[src/design/ebc_pkg.sv]
// ebc_pkg: constants for the board control register (upper byte logic)
// assumes a 16-bit host i/o bus with an odd/even byte lane split
`default_nettype none
package ebc_pkg;
  // ----------------------------------------------------------------------
  // register map
  // ----------------------------------------------------------------------
  localparam logic [15:0] BOARD_CONTROL_OFFSET = 16'h000A;
  localparam logic [15:0] BOARD_CONTROL_RESET  = 16'h0000;
  // ----------------------------------------------------------------------
  // field positions
  // ----------------------------------------------------------------------
  localparam int SYS_CTRL_BIT   = 15;
  localparam int BUS_LOCK_BIT   = 14;
  localparam int FAIR_REQ_BIT   = 13;
  localparam int BYTE_SWAP_BIT  = 12;
  localparam int CHAN_CHK_BIT   = 11;
  localparam int SHMEM_N_BIT    = 10;
  localparam int MDMA_REQ_BIT   = 9;
endpackage : ebc_pkg
`default_nettype wire

[src/design/ebc_board_control.sv]
// ebc_board_control: write-only board control register and its effects
// assumes host i/o strobes are synchronous to I_CLK and one cycle long
`timescale 1ns/1ps
`default_nettype none

// Notes on behaviour
// [RQ1] register at i/o base plus 0A, write-only, byte or word writes taken
// [RQ2] bit 15 set makes this board the extension bus system controller
// [RQ3] bit 14 set holds bus busy through master transfers; clear releases
// [RQ4] bit 13 set requests the bus as a fair requester
// [RQ5] bit 13 clear leaves priority fixed by daisy-chain position
// [RQ6] bit 12 set swaps bytes in each word on multibyte master transfers
// [RQ7] bit 11 set drives host channel-check line on master exceptions
// [RQ8] bit 10 is shown to other devices as the shared-memory flag
// [RQ9] bit 9 set drives the host dma request during master block moves
// [RQ10] bit 9 clear releases the host dma request line to high impedance
// [RQ11] software sets bit 9 before any master block transfer using dma
// [RQ12] hard reset clears bits 15 down to 9
// [RQ13] lower byte is stored and handed to the interrupt logic
module ebc_board_control #(
  parameter logic [15:0] IO_BASE = 16'h0000    // host i/o base address
) (
  input  wire logic        I_CLK,              // system clock, 10 MHz
  input  wire logic        I_NRST,             // sync reset, active low
  input  wire logic [15:0] I_IO_ADDR,          // host i/o address
  input  wire logic        I_IO_WR,            // host write strobe
  input  wire logic        I_IO_BHE,           // odd (high) byte lane enable
  input  wire logic        I_IO_BLE,           // even (low) byte lane enable
  input  wire logic [15:0] I_IO_WDATA,         // host write data
  input  wire logic        I_MST_XFER,         // master transfer in progress
  input  wire logic        I_MST_BLOCK,        // master block transfer active
  input  wire logic        I_MST_DRQ,          // block engine dma request
  input  wire logic        I_MST_EXC,          // master exception condition
  input  wire logic [15:0] I_MST_DATA,         // master transfer data word
  input  wire logic        I_MST_MULTI,        // master transfer is multibyte
  output logic             O_SYS_CONTROLLER,   // act as system controller
  output logic             O_BUSY_HOLD,        // hold bus busy asserted
  output logic             O_FAIR_REQ,         // fair requester mode
  output logic             O_POSITIONAL_PRI,   // daisy-chain priority mode
  output logic [15:0]      O_MST_DATA,         // master data, swapped or not
  output logic             O_CHAN_CHECK,       // host channel-check request
  output logic             O_SHMEM_UNSUP_N,    // shared-memory flag value
  output logic             O_DRQ_OUT,          // host dma request level
  output logic             O_DRQ_OE,           // host dma request enable
  output logic [7:0]       O_IRQ_ENABLES       // lower-byte interrupt enables
);

  // ----------------------------------------------------------------------
  // address decode
  // ----------------------------------------------------------------------
  wire logic [15:0] reg_addr;
  wire logic        hit;
  wire logic        wr_hi;
  wire logic        wr_lo;

  assign reg_addr = 16'(IO_BASE + ebc_pkg::BOARD_CONTROL_OFFSET);
  assign hit      = I_IO_WR && (I_IO_ADDR == reg_addr);          // RQ1
  assign wr_hi    = hit && I_IO_BHE;                              // RQ1
  assign wr_lo    = hit && I_IO_BLE;                              // RQ1

  // ----------------------------------------------------------------------
  // register storage
  // ----------------------------------------------------------------------
  logic [7:0] ctl_hi_reg;
  logic [7:0] ctl_lo_reg;

  always_ff @(posedge I_CLK) begin
    if (!I_NRST) begin
      ctl_hi_reg <= ebc_pkg::BOARD_CONTROL_RESET[15:8];   // RQ12
      ctl_lo_reg <= ebc_pkg::BOARD_CONTROL_RESET[7:0];
    end else begin
      if (wr_hi) begin
        ctl_hi_reg <= I_IO_WDATA[15:8];                   // RQ1
      end
      if (wr_lo) begin
        ctl_lo_reg <= I_IO_WDATA[7:0];                    // RQ13
      end
    end
  end

  // ----------------------------------------------------------------------
  // field taps
  // ----------------------------------------------------------------------
  wire logic sys_controller_sel;
  wire logic bus_lock_hold;
  wire logic fair_request_sel;
  wire logic master_byte_swap;
  wire logic chan_check_irq_en;
  wire logic shared_mem_unsupported_n;
  wire logic master_dma_req_en;

  assign sys_controller_sel       = ctl_hi_reg[ebc_pkg::SYS_CTRL_BIT - 8];
  assign bus_lock_hold            = ctl_hi_reg[ebc_pkg::BUS_LOCK_BIT - 8];
  assign fair_request_sel         = ctl_hi_reg[ebc_pkg::FAIR_REQ_BIT - 8];
  assign master_byte_swap         = ctl_hi_reg[ebc_pkg::BYTE_SWAP_BIT - 8];
  assign chan_check_irq_en        = ctl_hi_reg[ebc_pkg::CHAN_CHK_BIT - 8];
  assign shared_mem_unsupported_n = ctl_hi_reg[ebc_pkg::SHMEM_N_BIT - 8];
  assign master_dma_req_en        = ctl_hi_reg[ebc_pkg::MDMA_REQ_BIT - 8];

  // ----------------------------------------------------------------------
  // effects
  // ----------------------------------------------------------------------
  wire logic        swap_now;
  wire logic [15:0] data_next;

  assign swap_now  = master_byte_swap && I_MST_MULTI;             // RQ6
  assign data_next = swap_now ? {I_MST_DATA[7:0], I_MST_DATA[15:8]}
                              : I_MST_DATA;                       // RQ6

  logic [15:0] mst_data_reg;
  logic        chan_check_reg;

  always_ff @(posedge I_CLK) begin
    if (!I_NRST) begin
      mst_data_reg   <= 16'h0000;
      chan_check_reg <= 1'b0;
    end else begin
      mst_data_reg   <= data_next;
      chan_check_reg <= chan_check_irq_en && I_MST_EXC;           // RQ7
    end
  end

  assign O_SYS_CONTROLLER = sys_controller_sel;                   // RQ2
  assign O_BUSY_HOLD      = bus_lock_hold && I_MST_XFER;          // RQ3
  assign O_FAIR_REQ       = fair_request_sel;                     // RQ4
  assign O_POSITIONAL_PRI = !fair_request_sel;                    // RQ5
  assign O_MST_DATA       = mst_data_reg;
  assign O_CHAN_CHECK     = chan_check_reg;
  assign O_SHMEM_UNSUP_N  = shared_mem_unsupported_n;             // RQ8
  // the host line is shared: drive only while enabled in a block move
  assign O_DRQ_OE  = master_dma_req_en && I_MST_BLOCK;            // RQ9 RQ10
  assign O_DRQ_OUT = O_DRQ_OE && I_MST_DRQ;                       // RQ9
  assign O_IRQ_ENABLES    = ctl_lo_reg;                           // RQ13
endmodule // ebc_board_control

`default_nettype wire

[config.mk]
export PLATFORM = sky130hd
export DESIGN_NAME = ebc_board_control
export DESIGN_NICKNAME = d
export VERILOG_FILES = /design/src/design/ebc_pkg.sv /design/src/design/ebc_board_control.sv
export SDC_FILE = /design/constraint.sdc
export NUM_CORES = 1
export LEC_CHECK = 0
export ABC_CLOCK_PERIOD_IN_PS = 1100
export BUFFER_PORTS_ARGS = -buffer_cell sky130_fd_sc_hd__buf_2
export CAP_MARGIN = 10
export CORE_UTILIZATION = 37
export DETAILED_ROUTE_END_ITERATION = 7
export PLACE_DENSITY = 0.87
export SYNTH_ARGS = -nofsm -noshare
export SYNTH_HDL_FRONTEND = slang
export SYNTH_SLANG_ARGS = --single-unit
[constraint.sdc]
create_clock -name I_CLK -period 1.1 [get_ports I_CLK]
set_input_delay 0.055 -clock I_CLK [delete_from_list [all_inputs] [get_ports I_CLK]]
set_output_delay 0.055 -clock I_CLK [all_outputs]
set_load 0.005 [all_outputs]
## Word-level counts from Yosys, hierarchy flattened

Cells that the tools add are included.

| storage, ports and cells | value |
|---|---|
| input bits | 58 |
| register bits after elaboration | 33 |
| output and inout bits | 32 |

| cells by class | value |
|---|---|
| reduce and logical (&&, ||, !) cells | 9 |
| equal/unequal tests | 1 |
| mux-type cells | 1 |

Operator list:

| kind | number |
|---|---|
| equality test 16 x 4 -> 1 bit, second input constant | 1 |
| 2-to-1 mux 16 bit | 1 |
| logical AND 1 bit | 8 |
| zero test 1 bit | 1 |

## Depth between registers and ports, before layout

| depth | value |
|---|---|
| word-level depth | 3 |
| gate-level depth with buffers | 5 |
| depth with buffers taken out | 4 |

## Worst setup path after synthesis

No wires, ideal clock.

| timing path | value |
|---|---|
| path kind | reg-to-reg |
| from | register ctl_hi_reg[4] |
| to | register mst_data_reg[10] (netlist: O_MST_DATA[10]) |
| cell stages (with the launch flop) | 6 |
| clock period less this slack | 1.078 ns |
| data required time | 1.024 ns |
| path slack | 0.022 ns |
| data arrival time | 1.002 ns |
| cell sequence | dfxtp_1 > and2_1 > clkbuf_1 > buf_2 > nand2_1 > a21boi_0 |

| between the ends | value |
|---|---|
| cells in the longest elaborated chain, start to end | 2 |

RTL lines:

| what | line | source |
|---|---|---|
| start, declared | ebc_board_control.sv:64 | `logic [7:0] ctl_hi_reg;` |
| start signal, assigned | ebc_board_control.sv:69 | `ctl_hi_reg <= ebc_pkg::BOARD_CONTROL_RESET[15:8];` |
| start signal, assigned | ebc_board_control.sv:73 | `ctl_hi_reg <= I_IO_WDATA[15:8];` |
| logical AND 1 bit | ebc_board_control.sv:106 | `assign swap_now = master_byte_swap && I_MST_MULTI;` |
| 2-to-1 mux 16 bit | ebc_board_control.sv:107 | `assign data_next = swap_now ? {I_MST_DATA[7:0], I_MST_DATA[15:8]}` |
| end signal, assigned | ebc_board_control.sv:118 | `mst_data_reg <= data_next;` |
| end, declared | ebc_board_control.sv:110 | `logic [15:0] mst_data_reg;` |

Every way passes these cells.
A chain may end at the register's enable or synchronous reset.

## Worst setup path after layout

| timing path | value |
|---|---|
| from | register ctl_hi_reg[4] |
| to | register mst_data_reg[2] (netlist: O_MST_DATA[2]) |

Same word-level chain as after synthesis.

==> metrics <==
MaxCap Viol Count 0; final wirelength 3050 um; initial antenna violation count 0; first-pass GRT wire length 5180 um; Die Ht 62.8 um; Max Slew Vio Count 0; Worst Clk Skew 2.48 ps; Post-DP Area 1880 sq um; residual DRC count 0; Sink Count 32; CTS root buffer clkbuf_8; I/O Buffers 88; Ys Warns 0; CTS tree done; Clock Latency Late Sink 270 ps; Seq/Total Area, Yosys 46.8%; Critical Path End Type flip-flop; vias in the first global route 1256; crit path kind reg -> reg; drt pass-1 iters 4; die footprint 3940 sq um; Worst EP required 1290 ps; hold crit path type in -> reg; Arr. time, crit path 1170 ps; Ports 90; largest net degree at the start of global routing 48; antenna viol nets, final 0; Layout Area Growth over Synthesis 44.3%; CTS max path bufs 2; syn nets 208; Relative slew margins 82.6%; Worst path max stage delay 350 ps; Critical Path, Cell by Cell and2_1 -> buf_12 -> nand2_1 -> a21boi_0; worst hold start I_MST_EXC; RSZ-0062 raised after global routing false; hold buffers post-CTS 0; TritonCTS Buffers 5; die width 62.8 um; gr usage total 16.6%; antenna cells 0; Post-DP HPWL 2380 um; 1st-iter DRT viols 29; Tmin final 980 ps; Max Fanout on Critical Path 16; Layout Nets 298; status finished, final reports clean; Worst setup SP type flip-flop; Core Box Area 3440 sq um; grt total ovfl 0; FP Rows 21; Slowest cell on crit path dfxtp_1; final period utilization 89.1%; Worst-Margin Slew 260 ps; vias post-DR 1317; Synth Instances 150; PD cells 1180 nW/um^2; Synth Register Bits 32; Placer Congestion 0.645; max reg flops 16; via-per-instance ratio 4.59; Hold Fails Final Rpt 0; Mean Syn Cell Area 9.12 sq um; count of cell types in the netlist 18; Worst-path clk slew 60 ps; Fin Setup TNS 0 ps; Avg WL per Cell 10.6 um; start point of the critical path ctl_hi_reg[4]; mapped cell area 1370 sq um; CTS H-tree depth 2; post-CTS sizing 0; VDD IR-drop max 0.779 mV; Max Clock Freq 1020 MHz; post-route cell area 1970 sq um; layout cell share with drive strength beyond 1 44.0%; WHS 20.2 ps; setup violation total in the final timing report 0; Reg2Reg Launch Point ctl_hi_reg[4]; static leakage 1.03 nW; Initial Util 39.7%; post-CTS setup buffer count 0
## where the power goes
group	switching, mW	leakage [nW]	internal [mW]
logic	0.103	0.719	0.132
clock network	0.401	0.0510	0.498
registers	0.00626	0.262	1.19
total	0.510	1.03	1.82
## cells in the mapped netlist, drive strengths merged
master | n | area [sq um]
nand3 | 1 | 17.5
inv | 1 | 3.75
buf | 3 | 13.8
dfxtp | 32 | 641
nand4b | 2 | 30.0
nor4b | 1 | 23.8
and4bb | 1 | 12.5
nor2 | 4 | 47.6
and2 | 3 | 18.8
and3 | 2 | 12.5
nand2 | 63 | 236
a21boi | 16 | 120
mux2i | 15 | 150
nor4 | 1 | 21.3
clkbuf | 5 | 18.8
## layout make-up
class                           instances  area (sq um)
Sequential cell                        32           641
Clock buffer                            6          82.6
Timing Repair Buffer                   91           488
Multi-Input combinational cell        109           691
Fill cell                             321          1470
Inverter                                1          3.75
Tap cell                               46          57.6
Clock inverter                          2          10.0
## final timing paths
kind,to,slack [ps],cells past startpoint
min,O_CHAN_CHECK,20,2
max reg2reg,O_MST_DATA[2],120,4
min reg2reg,ctl_hi_reg[3],450,2
max,O_MST_DATA[2],120,4
## worst max-delay path: cells and delay by family, from the launching register on
kind / cells / cell delay, ps
buf+inv: 1 / 150
flops: 1 / 350
simple gates: 2 / 230
compound gates: 1 / 170
## per-layer routing
metal / vias to the layer above / track usage (%) / routed length, um
met2: 50 / 31.4 / 1590
met5: - / 0 / 0
li1: 667 / - / -
met1: 596 / 17.2 / 1240
met4: 0 / 6.10 / 39
met3: 4 / 4.38 / 181
## kinds of logic after synthesis
| group | count (synthesis) | synth area share [%] |
|---|---|---|
| flops | 32 | 46.8 |
| compound gates | 16 | 8.78 |
| simple gates | 78 | 30.7 |
| mux | 15 | 11.0 |
| buf+inv | 9 | 2.65 |
## layout by cell type (no fill, tap or decap), types with 2 or more instances in the layout
cell and n:
a21boi_0 15, clkbuf_8 6, mux2i_1 15, nor2_1 2, dfxtp_1 32, clkinv_2 2, buf_12 2, and2_1 3
nor2_8 2, and3_1 2, nand2_1 63, buf_2 88, nand4b_2 2
## through the flow
| step | utilization (%) | instances | total power, mW | setup WS [ps] |
|---|---|---|---|---|
| 2_1_floorplan | - | 150 | 1.30 | 22.2 |
| 3_3_place_gp | 54.6 | 279 | 1.45 | -60.8 |
| 3_5_place_dp | 54.6 | 279 | 1.46 | -175 |
| 4_1_cts | 57.3 | 287 | 2.37 | 102 |
| 5_1_grt | 57.3 | 287 | 2.46 | 8.36 |
| 6_report | 57.3 | 287 | 2.33 | 120 |
(Power assumes the default switching activity.)
